==> config.mk <==
export PLATFORM = sky130hd
export DESIGN_NAME = acq_clock_select
export DESIGN_NICKNAME = d
export VERILOG_FILES = /design/src/hdl/clk_sel_pkg.sv /design/src/hdl/sample_buf.sv /design/src/hdl/acq_clock_select.sv
export SDC_FILE = /design/constraint.sdc
export NUM_CORES = 1
export LEC_CHECK = 0
export ABC_AREA = 1
export BUFFER_PORTS_ARGS = -buffer_cell sky130_fd_sc_hd__clkbuf_2
export CAP_MARGIN = 20
export CORE_MARGIN = 2
export CORE_UTILIZATION = 25
export DETAILED_ROUTE_END_ITERATION = 10
export GPL_TIMING_DRIVEN = 0
export PLACE_DENSITY = 0.45
export SYNTH_ARGS = -nofsm -noshare
export SYNTH_HDL_FRONTEND = slang
export SYNTH_SLANG_ARGS = --single-unit
export TNS_END_PERCENT = 30
==> constraint.sdc <==
create_clock -name i_clk -period 26.1 [get_ports i_clk]
set_clock_uncertainty 0.15 [all_clocks]
set_input_delay 3.915 -clock i_clk [delete_from_list [all_inputs] [get_ports i_clk]]
set_output_delay 3.915 -clock i_clk [all_outputs]
set_load 0.05 [all_outputs]
==> src/hdl/clk_sel_pkg.sv <==
// Package: register map, field layout, timing counts and types for the sample clock select
//
// Contract
// - In mixed multiphase mode every sample goes to the trace control on the master clock expression.
// - In mixed multiphase mode each section is set to external or internal clocking on its own.
// - An external section whose expression equals the master expression captures on the master clock.
// - An external section with its own expression loads on it and is handed over on the master clock.
// - An internally clocked section samples at the programmed internal period.
// - In internal extended mode all three sections can sample together at the fast interval.
// - In internal extended mode each section picks the fast interval or the master rate.
// - In internal extended mode the master clock comes from the internal period, legal 20 ns to 160 ms.
// - The trace control is never clocked faster than once per 20 ns.
// - Fast sections may be offset by a sample or two at trace decisions, elsewhere keep their rate.
// - Sections running at the same internal rate stay aligned with no skew.
// - The master expression is true when all AND clocks are true or any OR clock is true.
// - Sample clock inputs are edge sensitive.
// - Each master sample adds one to the level sample counter while delay by clocks is on.
package clk_sel_pkg;

    // ****************************************
    // Register offsets
    // ****************************************
    localparam logic [7:0] ADDR_CTRL   = 8'h00;
    localparam logic [7:0] ADDR_SECT   = 8'h04;
    localparam logic [7:0] ADDR_MEXPR  = 8'h08;
    localparam logic [7:0] ADDR_AEXPR  = 8'h0C;
    localparam logic [7:0] ADDR_BEXPR  = 8'h10;
    localparam logic [7:0] ADDR_CEXPR  = 8'h14;
    localparam logic [7:0] ADDR_PERIOD = 8'h18;
    localparam logic [7:0] ADDR_STATUS = 8'h1C;
    localparam logic [7:0] ADDR_COUNT  = 8'h20;

    // ****************************************
    // Field positions and reset values
    // ****************************************
    localparam int CTRL_MODE_BIT  = 0;
    localparam int CTRL_START_BIT = 1;
    localparam int CTRL_STOP_BIT  = 2;
    localparam int CTRL_DELAY_BIT = 3;
    localparam int SECT_EXT_LSB   = 0;
    localparam int SECT_FOL_LSB   = 4;
    localparam int PER_MULT_LSB   = 0;
    localparam int PER_UNIT_LSB   = 4;
    localparam int EXPR_W         = 12;
    localparam int SECT_W         = 16;
    localparam int NPIN           = 6;

    localparam logic [3:0]  CTRL_RST   = 4'h0;
    localparam logic [2:0]  EXT_RST    = 3'h0;
    localparam logic [2:0]  FOL_RST    = 3'h0;
    localparam logic [11:0] EXPR_RST   = 12'h000;
    localparam logic [5:0]  PERIOD_RST = 6'h01;

    // Clock field encodings
    localparam logic [1:0] FLD_OFF  = 2'h0;
    localparam logic [1:0] FLD_HIGH = 2'h1;
    localparam logic [1:0] FLD_LOW  = 2'h2;

    // Period units
    localparam logic [1:0] UNIT_NS = 2'h0;
    localparam logic [1:0] UNIT_US = 2'h1;
    localparam logic [1:0] UNIT_MS = 2'h2;
    localparam logic [31:0] STEP_NS_NS = 32'h0000000A;
    localparam logic [31:0] STEP_US_NS = 32'h00002710;
    localparam logic [31:0] STEP_MS_NS = 32'h00989680;

    // ****************************************
    // Timing
    // ****************************************
    localparam int CLK_NS        = 100;
    localparam int FAST_NS       = 10;
    localparam int MIN_TRACE_NS  = 20;
    localparam int MAX_PERIOD_NS = 160000000;
    localparam int FAST_CYC      = (FAST_NS / CLK_NS) < 1 ? 1 : FAST_NS / CLK_NS;
    localparam int MIN_TRACE_CYC = (MIN_TRACE_NS + CLK_NS - 1) / CLK_NS;
    localparam int PER_CNT_W     = 21;

    // ****************************************
    // Types
    // ****************************************
    typedef struct packed {
        logic [SECT_W-1:0] c;
        logic [SECT_W-1:0] b;
        logic [SECT_W-1:0] a;
    } sample_t;

    typedef enum logic [1:0] {
        ST_IDLE = 2'b01,
        ST_RUN  = 2'b10
    } acq_state_t;

endpackage : clk_sel_pkg

==> src/hdl/sample_buf.sv <==
// Two-entry sample buffer with valid and ready on both sides
`timescale 1ns/1ps
module sample_buf #(
    parameter int W     = 48,
    parameter int DEPTH = 2
) (
    // Clock and reset
    input  wire logic         i_clk,
    input  wire logic         i_rst,
    // Fill side
    input  wire logic         i_valid,
    output logic              o_ready,
    input  wire logic [W-1:0] i_data,
    // Drain side
    output logic              o_valid,
    input  wire logic         i_ready,
    output logic [W-1:0]      o_data
);
    localparam int AW = $clog2(DEPTH);

    logic [W-1:0] mem_q [DEPTH];
    logic [AW-1:0] wp_q;
    logic [AW-1:0] rp_q;
    logic [AW:0]   cnt_q;
    logic          push;
    logic          pop;

    assign o_ready = cnt_q != (AW+1)'(DEPTH);
    assign o_valid = cnt_q != '0;
    assign push    = i_valid && o_ready;
    assign pop     = o_valid && i_ready;
    assign o_data  = mem_q[rp_q];

    always_ff @(posedge i_clk or posedge i_rst) begin
        if (i_rst) begin
            wp_q  <= '0;
            rp_q  <= '0;
            cnt_q <= '0;
        end else begin
            if (push) wp_q <= wp_q + AW'(1);
            if (pop) rp_q <= rp_q + AW'(1);
            cnt_q <= cnt_q + (AW+1)'(push) - (AW+1)'(pop);
        end
    end

    always_ff @(posedge i_clk) begin
        if (push) mem_q[wp_q] <= i_data;
    end
endmodule : sample_buf

==> src/hdl/acq_clock_select.sv <==
// Sample clock selection for three 16-input sections, with AHB-Lite registers
//
// The implementer's own choices: the AHB-Lite slave port and the register offsets.
`timescale 1ns/1ps
module acq_clock_select (
    // Clock and reset
    input  wire logic                 i_clk,
    input  wire logic                 i_rst,
    // AHB-Lite slave
    input  wire logic                 i_hsel,
    input  wire logic [31:0]          i_haddr,
    input  wire logic [1:0]           i_htrans,
    input  wire logic                 i_hwrite,
    input  wire logic [2:0]           i_hsize,
    input  wire logic                 i_hready,
    input  wire logic [31:0]          i_hwdata,
    output logic [31:0]               o_hrdata,
    output logic                      o_hreadyout,
    output logic                      o_hresp,
    // Target pins
    input  wire logic [5:0]           i_clk_pins,
    input  wire logic [47:0]          i_data_pins,
    // Trace control stream
    output logic                      o_trace_valid,
    input  wire logic                 i_trace_ready,
    output clk_sel_pkg::sample_t      o_trace_sample,
    // Status
    output logic                      o_running
);
    // ****************************************
    // Helpers
    // ****************************************
    // Edge-sensitive evaluation: fields 0..2 are AND clocks, 3..5 OR clocks
    function automatic logic expr_true(input logic [11:0] e, input logic [5:0] rise,
                                       input logic [5:0] fall);
        logic       and_ok;
        logic       and_any;
        logic       or_hit;
        logic       hit;
        logic [1:0] f;
        and_ok  = 1'b1;
        and_any = 1'b0;
        or_hit  = 1'b0;
        hit     = 1'b0;
        f       = 2'h0;
        for (int i = 0; i < 6; i++) begin
            f   = e[2*i +: 2];
            hit = (f == clk_sel_pkg::FLD_HIGH && rise[i]) ||
                  (f == clk_sel_pkg::FLD_LOW && fall[i]);
            if (i < 3) begin
                if (f != clk_sel_pkg::FLD_OFF) begin
                    and_any = 1'b1;
                    if (!hit) and_ok = 1'b0;
                end
            end else if (hit) begin
                or_hit = 1'b1;
            end
        end
        return (and_any && and_ok) || or_hit;
    endfunction : expr_true

    function automatic logic per_legal(input logic [5:0] p);
        logic [1:0] u;
        u = p[clk_sel_pkg::PER_UNIT_LSB +: 2];
        return (u != 2'h3) && !(u == clk_sel_pkg::UNIT_NS && p[3:0] == 4'h0);
    endfunction : per_legal

    function automatic logic [20:0] per_cycles(input logic [5:0] p);
        logic [31:0] step;
        logic [31:0] ns;
        logic [31:0] cyc;
        step = clk_sel_pkg::STEP_NS_NS;
        case (p[clk_sel_pkg::PER_UNIT_LSB +: 2])
            clk_sel_pkg::UNIT_US: step = clk_sel_pkg::STEP_US_NS;
            clk_sel_pkg::UNIT_MS: step = clk_sel_pkg::STEP_MS_NS;
            default:              step = clk_sel_pkg::STEP_NS_NS;
        endcase
        ns  = (32'(p[clk_sel_pkg::PER_MULT_LSB +: 4]) + 32'h1) * step;
        cyc = ns / 32'(clk_sel_pkg::CLK_NS);
        return (cyc == 32'h0) ? 21'h000001 : cyc[20:0];
    endfunction : per_cycles

    // ****************************************
    // Pin synchronisers and edges
    // ****************************************
    logic [53:0] pin1_q;
    logic [53:0] pin2_q;
    logic [5:0]  clk3_q;
    logic [5:0]  rise;
    logic [5:0]  fall;
    logic [47:0] data_now;

    always_ff @(posedge i_clk or posedge i_rst) begin
        if (i_rst) begin
            pin1_q <= '0;
            pin2_q <= '0;
            clk3_q <= '0;
        end else begin
            pin1_q <= {i_clk_pins, i_data_pins};
            pin2_q <= pin1_q;
            clk3_q <= pin2_q[53:48];
        end
    end

    assign rise     = pin2_q[53:48] & ~clk3_q;
    assign fall     = ~pin2_q[53:48] & clk3_q;
    assign data_now = pin2_q[47:0];

    // ****************************************
    // Register file
    // ****************************************
    logic [3:0]  ctrl_q;
    logic [2:0]  ext_q;
    logic [2:0]  fol_q;
    logic [11:0] mexpr_q;
    logic [11:0] sexpr_q [3];
    logic [5:0]  per_q;
    logic        illegal_q;
    logic        overrun_q;
    logic [31:0] count_q;
    logic        wr_pend_q;
    logic [7:0]  waddr_q;
    logic [31:0] rdata_q;
    logic        addr_ok;
    logic        rd_req;
    logic        wr_ctrl;
    logic        wr_per;
    logic        start_pulse;
    logic        stop_pulse;
    logic [31:0] rd_mux;
    logic [7:0]  raddr;

    assign addr_ok     = i_hsel && i_hready && i_htrans[1];
    assign rd_req      = addr_ok && !i_hwrite;
    assign raddr       = i_haddr[7:0];
    assign wr_ctrl     = wr_pend_q && waddr_q == clk_sel_pkg::ADDR_CTRL;
    assign wr_per      = wr_pend_q && waddr_q == clk_sel_pkg::ADDR_PERIOD;
    assign start_pulse = wr_ctrl && i_hwdata[clk_sel_pkg::CTRL_START_BIT];
    assign stop_pulse  = wr_ctrl && i_hwdata[clk_sel_pkg::CTRL_STOP_BIT];

    assign rd_mux = (raddr == clk_sel_pkg::ADDR_CTRL)   ? {28'h0, 2'h0, ctrl_q[3], ctrl_q[0]} :
                    (raddr == clk_sel_pkg::ADDR_SECT)   ? {25'h0, fol_q, 1'b0, ext_q} :
                    (raddr == clk_sel_pkg::ADDR_MEXPR)  ? {20'h0, mexpr_q} :
                    (raddr == clk_sel_pkg::ADDR_AEXPR)  ? {20'h0, sexpr_q[0]} :
                    (raddr == clk_sel_pkg::ADDR_BEXPR)  ? {20'h0, sexpr_q[1]} :
                    (raddr == clk_sel_pkg::ADDR_CEXPR)  ? {20'h0, sexpr_q[2]} :
                    (raddr == clk_sel_pkg::ADDR_PERIOD) ? {26'h0, per_q} :
                    (raddr == clk_sel_pkg::ADDR_STATUS) ? {29'h0, overrun_q, illegal_q,
                                                           o_running} :
                    (raddr == clk_sel_pkg::ADDR_COUNT)  ? count_q : 32'h0;

    assign o_hrdata    = rdata_q;
    assign o_hreadyout = 1'b1;
    assign o_hresp     = 1'b0;

    always_ff @(posedge i_clk or posedge i_rst) begin
        if (i_rst) begin
            wr_pend_q <= 1'b0;
            waddr_q   <= 8'h00;
            rdata_q   <= 32'h0;
        end else begin
            wr_pend_q <= addr_ok && i_hwrite;
            waddr_q   <= raddr;
            if (rd_req) rdata_q <= rd_mux;
        end
    end

    always_ff @(posedge i_clk or posedge i_rst) begin
        if (i_rst) begin
            ctrl_q     <= clk_sel_pkg::CTRL_RST;
            ext_q      <= clk_sel_pkg::EXT_RST;
            fol_q      <= clk_sel_pkg::FOL_RST;
            mexpr_q    <= clk_sel_pkg::EXPR_RST;
            sexpr_q[0] <= clk_sel_pkg::EXPR_RST;
            sexpr_q[1] <= clk_sel_pkg::EXPR_RST;
            sexpr_q[2] <= clk_sel_pkg::EXPR_RST;
            per_q      <= clk_sel_pkg::PERIOD_RST;
            illegal_q  <= 1'b0;
        end else if (wr_pend_q) begin
            if (wr_ctrl) ctrl_q <= {i_hwdata[3], 2'h0, i_hwdata[0]};
            if (waddr_q == clk_sel_pkg::ADDR_SECT) begin
                ext_q <= i_hwdata[clk_sel_pkg::SECT_EXT_LSB +: 3];
                fol_q <= i_hwdata[clk_sel_pkg::SECT_FOL_LSB +: 3];
            end
            if (waddr_q == clk_sel_pkg::ADDR_MEXPR) mexpr_q <= i_hwdata[11:0];
            if (waddr_q == clk_sel_pkg::ADDR_AEXPR) sexpr_q[0] <= i_hwdata[11:0];
            if (waddr_q == clk_sel_pkg::ADDR_BEXPR) sexpr_q[1] <= i_hwdata[11:0];
            if (waddr_q == clk_sel_pkg::ADDR_CEXPR) sexpr_q[2] <= i_hwdata[11:0];
            // Illegal periods are refused; the old period stays
            if (wr_per && per_legal(i_hwdata[5:0])) per_q <= i_hwdata[5:0];
            if (wr_per) illegal_q <= !per_legal(i_hwdata[5:0]);
        end
    end

    // ****************************************
    // Acquisition control and active copies
    // ****************************************
    clk_sel_pkg::acq_state_t state_q;
    logic        mode_a_q;
    logic        dly_a_q;
    logic [2:0]  ext_a_q;
    logic [2:0]  fol_a_q;
    logic [11:0] mexpr_a_q;
    logic [11:0] sexpr_a_q [3];
    logic [20:0] per_cyc_a_q;
    logic [20:0] pcnt_q;
    logic        fresh;

    assign o_running = state_q == clk_sel_pkg::ST_RUN;
    // A start gives every section a first sample, so no word carries one from before the run
    assign fresh     = start_pulse && !o_running;

    always_ff @(posedge i_clk or posedge i_rst) begin
        if (i_rst) begin
            state_q      <= clk_sel_pkg::ST_IDLE;
            mode_a_q     <= 1'b0;
            dly_a_q      <= 1'b0;
            ext_a_q      <= clk_sel_pkg::EXT_RST;
            fol_a_q      <= clk_sel_pkg::FOL_RST;
            mexpr_a_q    <= clk_sel_pkg::EXPR_RST;
            sexpr_a_q[0] <= clk_sel_pkg::EXPR_RST;
            sexpr_a_q[1] <= clk_sel_pkg::EXPR_RST;
            sexpr_a_q[2] <= clk_sel_pkg::EXPR_RST;
            per_cyc_a_q  <= 21'h000001;
        end else begin
            case (state_q)
                clk_sel_pkg::ST_IDLE: begin
                    if (start_pulse) begin
                        // Selections are latched only here, never mid-capture
                        state_q      <= clk_sel_pkg::ST_RUN;
                        mode_a_q     <= i_hwdata[clk_sel_pkg::CTRL_MODE_BIT];
                        dly_a_q      <= i_hwdata[clk_sel_pkg::CTRL_DELAY_BIT];
                        ext_a_q      <= ext_q;
                        fol_a_q      <= fol_q;
                        mexpr_a_q    <= mexpr_q;
                        sexpr_a_q[0] <= sexpr_q[0];
                        sexpr_a_q[1] <= sexpr_q[1];
                        sexpr_a_q[2] <= sexpr_q[2];
                        per_cyc_a_q  <= per_cycles(per_q);
                    end
                end
                clk_sel_pkg::ST_RUN: begin
                    if (stop_pulse) state_q <= clk_sel_pkg::ST_IDLE;
                end
                default: state_q <= clk_sel_pkg::ST_IDLE;
            endcase
        end
    end

    // One shared period counter keeps equal-rate sections in step
    logic tick_int;
    logic tick_fast;
    logic master_hit;
    logic master_fire;

    always_ff @(posedge i_clk or posedge i_rst) begin
        if (i_rst) begin
            pcnt_q <= 21'h0;
        end else if (!o_running || pcnt_q == per_cyc_a_q - 21'h1) begin
            pcnt_q <= 21'h0;
        end else begin
            pcnt_q <= pcnt_q + 21'h1;
        end
    end

    assign tick_int    = o_running && pcnt_q == 21'h0;
    // The fast interval is below one clock, so the fast rate is one sample per clock
    assign tick_fast   = o_running;
    assign master_hit  = expr_true(mexpr_a_q, rise, fall);
    assign master_fire = o_running && (mode_a_q ? tick_int : master_hit);

    // ****************************************
    // Section sample registers
    // ****************************************
    logic [15:0] sect_q [3];
    logic [2:0]  same;
    logic [2:0]  load;
    logic [15:0] pres [3];

    for (genvar s = 0; s < 3; s++) begin : g_sect
        logic own_hit;
        assign own_hit = expr_true(sexpr_a_q[s], rise, fall);
        assign same[s] = mode_a_q ? fol_a_q[s] : (ext_a_q[s] && sexpr_a_q[s] == mexpr_a_q);
        assign load[s] = !o_running ? 1'b0 :
                         mode_a_q   ? (fol_a_q[s] ? tick_int : tick_fast) :
                         ext_a_q[s] ? (same[s] ? master_fire : own_hit) :
                         tick_int;
        // Direct capture for master-rate sections; buffered value otherwise
        assign pres[s] = same[s] ? data_now[16*s +: 16] : sect_q[s];

        always_ff @(posedge i_clk or posedge i_rst) begin
            if (i_rst) sect_q[s] <= 16'h0000;
            else if (load[s] || fresh) sect_q[s] <= data_now[16*s +: 16];
        end
    end

    // ****************************************
    // Trace stream and level counter
    // ****************************************
    clk_sel_pkg::sample_t push_data;
    logic                 buf_ready;

    assign push_data = '{c: pres[2], b: pres[1], a: pres[0]};

    sample_buf #(
        .W     (48),
        .DEPTH (2)
    ) u_buf (
        .i_clk   (i_clk),
        .i_rst   (i_rst),
        .i_valid (master_fire),
        .o_ready (buf_ready),
        .i_data  (push_data),
        .o_valid (o_trace_valid),
        .i_ready (i_trace_ready),
        .o_data  (o_trace_sample)
    );

    // A master sample that meets a full buffer is lost and flagged; a new start clears it
    always_ff @(posedge i_clk or posedge i_rst) begin
        if (i_rst) begin
            overrun_q <= 1'b0;
            count_q   <= 32'h0;
        end else begin
            if (master_fire && !buf_ready) overrun_q <= 1'b1;
            else if (start_pulse) overrun_q <= 1'b0;
            if (start_pulse && !o_running) count_q <= 32'h0;
            else if (master_fire && dly_a_q) count_q <= count_q + 32'h1;
        end
    end
endmodule : acq_clock_select

==> flow_summary_export.csv <==
group,metric,value,unit
finish,nets,3728,
routing,drt-initial-drc-count,1488,
critical_path,r2r_cells,108,
die,dieArea,111000,um^2
finish,multi_input_area,12000,um^2
critical_path,r2r-end,"per_cyc_a_q[0]",
die,rows,120,
clock_network,clkLatencyLatePin,0.64,ns
critical_path,r2r_slack,11.38,ns
clock_network,max-clock-path-buffers,3,
timing,post-route-period-util,56.4,%
critical_path,crit_end,"per_cyc_a_q[0]",
finish,nFillCells,11500,
timing,setup_viol,0,
timing,relSlewSlack,38.3,%
critical_path,crit_path_top_delay_cell,"dfstp_2",
clock_network,postCtsSetupRepairBufs,0,
logic_synthesis,synth-edff-count,96,
die,fp.coreArea,107000,um^2
die,pin_count,213,
clock_network,cts_buffers,53,
finish,layout-drive-gt1-share,14.1,%
finish,finalNonFillerCells,4962,
logic_synthesis,synth_area,27200,um^2
placed_design,portBuffers,162,
logic_synthesis,ys_seq_elements,499,
global_route,antenna_found_initial,3,
critical_path,reg2reg_from,"per_q[0]",
clock_network,htree_levels,2,
global_route,grt_pass1_wl,122000,um
critical_path,cp-start-kind,"flop",
clock_network,cts_root_buf,"clkbuf_16",
clock_network,cts.sinks,499,
logic_synthesis,synth_cells,3292,
clock_network,postCtsHoldBufs,0,
timing,fmax,67.9,MHz
logic_synthesis,synth_flop_cell,"dfrtp_1",
finish,synthToLayoutAreaGrowth,16.6,%
routing,wl_per_cell,15.4,um
timing,finalSetupTns,0,ns
routing,via_per_inst,4.43,
critical_path,crit_fanout,7,
global_route,grt_max_degree,121,
die,die_h,334,um
logic_synthesis,yosys_warnings,0,
placed_design,dp.cells,4862,
die,die_x,334,um
logic_synthesis,synth_nets,3506,
critical_path,max_stage_delay,0.61,ns
timing,worst_pin_slew,0.918,ns
timing,fin_crit,14.72,ns
finish,final_core_util,29.5,%
job,maxCapViolCount,0,
placed_design,hpwl,58500,um
routing,dr.pass1.iters,5,
clock_network,clkTransAtPathRegs,0.06,ns
logic_synthesis,yosysSeqAreaShare,47.8,%
critical_path,worstPathRequired,26.48,ns
global_route,grt_use_total,13.7,%
outcome,status,"complete, no violations",
routing,postRouteAntennaNets,0,
critical_path,crit_path_start,"per_q[0]",
worst_hold_path,min_path_type,"flop to flop",
logic_synthesis,synth_cell_types,62,
critical_path,end_kind,"flop",
logic_synthesis,async_flop_share,80.8,%
global_route,grt_pass1_vias,21200,
routing,vias,22000,
routing,drc,0,
die,initial_core_util,25.3,%
timing,rsz0062_at_grt,"false",
clock_network,cts-resized-gates,0,
global_route,grt_overflow,0,
timing,slew_viol_final,0,
clock_network,cts_tree,"built",
placed_design,gp_congestion,0.841,
critical_path,cp_common_cell,"nand2_2",
critical_path,worstSetupPathType,"flop to flop",
finish,seq_area,13000,um^2
routing,wl,76500,um
timing,timing_hold_violations_final,0,
critical_path,worstPathArrival,15.10,ns
logic_synthesis,avgSynthCellArea,8.25,um^2
## metrics by stage
stage                     area (um^2)  hold slack (ns)  worst slack, ns
after floorplan                 27200            0.181            10.83
after global placement          29700            0.183             5.35
after detailed placement        29900            0.186            11.32
after CTS                       31700            0.193            11.30
after global routing            31700            0.207             9.83
final                           31700            0.188            11.38
## critical path: cells and delay by family, from the launching register on
| family | cells | cell delay [ns] |
|---|---|---|
| buf+inv | 5 | 0.43 |
| xor+xnor | 1 | 0.20 |
| fa+ha+maj | 4 | 1.60 |
| simple gates | 93 | 10.44 |
| flops | 1 | 0.61 |
| compound gates | 5 | 1.17 |
## cells in the final DEF (no fill, tap or decap), drive strengths merged, types with 47 or more instances in the layout
cell | netlist | final
inv | 490 | 492
clkbuf | 69 | 310
edfxtp | 96 | 96
dfrtp | 400 | 400
nand3 | 179 | 179
a21oi | 84 | 84
ha | 69 | 69
nor2 | 226 | 226
nand2 | 994 | 994
xor2 | 53 | 53
o21ai | 301 | 301
nor3 | 47 | 47
nand4 | 65 | 65
## registers in the layout, summed over array words and instances (netlist names), 3 cells and up
| register | count |
|---|---|
| clk3_q | 6 |
| count_q | 32 |
| ext_a_q | 3 |
| ext_q | 3 |
| fol_a_q | 3 |
| fol_q | 3 |
| mexpr_a_q | 12 |
| mexpr_q | 12 |
| o_hrdata | 32 |
| pcnt_q | 21 |
| per_cyc_a_q | 21 |
| per_q | 6 |
| pin1_q | 54 |
| pin2_q | 54 |
| sect_q | 48 |
| sexpr_a_q | 36 |
| sexpr_q | 36 |
| u_buf.mem_q | 96 |
| waddr_q | 8 |
## how the worst min path moves through the flow
stage	endpoint	from	cells past startpoint	slack, ns
finish	pin2_q[2]	pin1_q[2]	0	0.19
global route	pin2_q[26]	pin1_q[26]	0	0.21
CTS	pin2_q[2]	pin1_q[2]	0	0.19
detailed placement	pin2_q[19]	pin1_q[19]	0	0.19
global placement	pin2_q[30]	pin1_q[30]	0	0.18
floorplan	pin2_q[0]	pin1_q[0]	0	0.18
## cells by family after synthesis
kind of cell | count (synthesis) | share of synthesized area, %
AOI/OAI and AO/OA | 484 | 9.83
DFF | 499 | 47.8
and+or+nand+nor | 1558 | 26.9
buffers and inverters | 571 | 7.95
xor gates and xnor gates | 81 | 2.68
adders and majority gates | 85 | 4.36
muxes | 12 | 0.498
other | 2 | 0.0277
## cell type report
class	count	share of cell area, %
flip-flops and latches	499	41.0
multi-input cells	2222	38.1
inverters	495	5.91
well taps	1403	5.55
clock buffers	79	4.91
repair buffers	167	2.95
plain buffers	76	0.937
clock inverters	20	0.700
diodes	1	0.00791
## routing by layer
metal,up-vias,track usage (%),part of all wire [%]
met3,94,2.10,4.7
met4,4,3.23,1.9
met2,422,21.5,44
li1,11100,-,-
met1,10400,19.8,49
met5,-,0,0.033
## Yosys cell counts, types with 4 or more instances
cell / instances / area share (%)
dfrtp_1: 400 / 37
buf_1: 4 / 0.055
edfxtp_1: 96 / 11
o221ai_1: 5 / 0.16
xnor2_1: 28 / 0.90
a211oi_1: 6 / 0.17
ha_1: 69 / 3.2
nor2_1: 201 / 2.8
o2111ai_1: 7 / 0.23
fa_1: 16 / 1.2
o211ai_1: 8 / 0.22
nor4_1: 21 / 0.48
nor2_2: 11 / 0.25
nand4_1: 53 / 1.2
nor3b_1: 8 / 0.22
o21ai_0: 288 / 5.3
nand2_2: 83 / 1.9
nand3_1: 158 / 2.9
mux2_2: 12 / 0.50
a221oi_1: 12 / 0.39
a21oi_1: 84 / 1.5
nand2_1: 872 / 12
nand3b_1: 6 / 0.17
inv_2: 36 / 0.50
o21ai_1: 12 / 0.22
o22ai_1: 36 / 0.83
nor2_4: 12 / 0.50
a31oi_1: 9 / 0.21
nand3_2: 20 / 0.74
clkbuf_1: 69 / 0.95
nand2_4: 37 / 1.5
or2_2: 8 / 0.18
nand4_2: 10 / 0.46
inv_1: 453 / 6.3
xor2_1: 52 / 1.7
nor3_1: 47 / 0.87
Power is not shown: default switching activity piles up to over one toggle a cycle in this logic, so the estimate is an artifact.
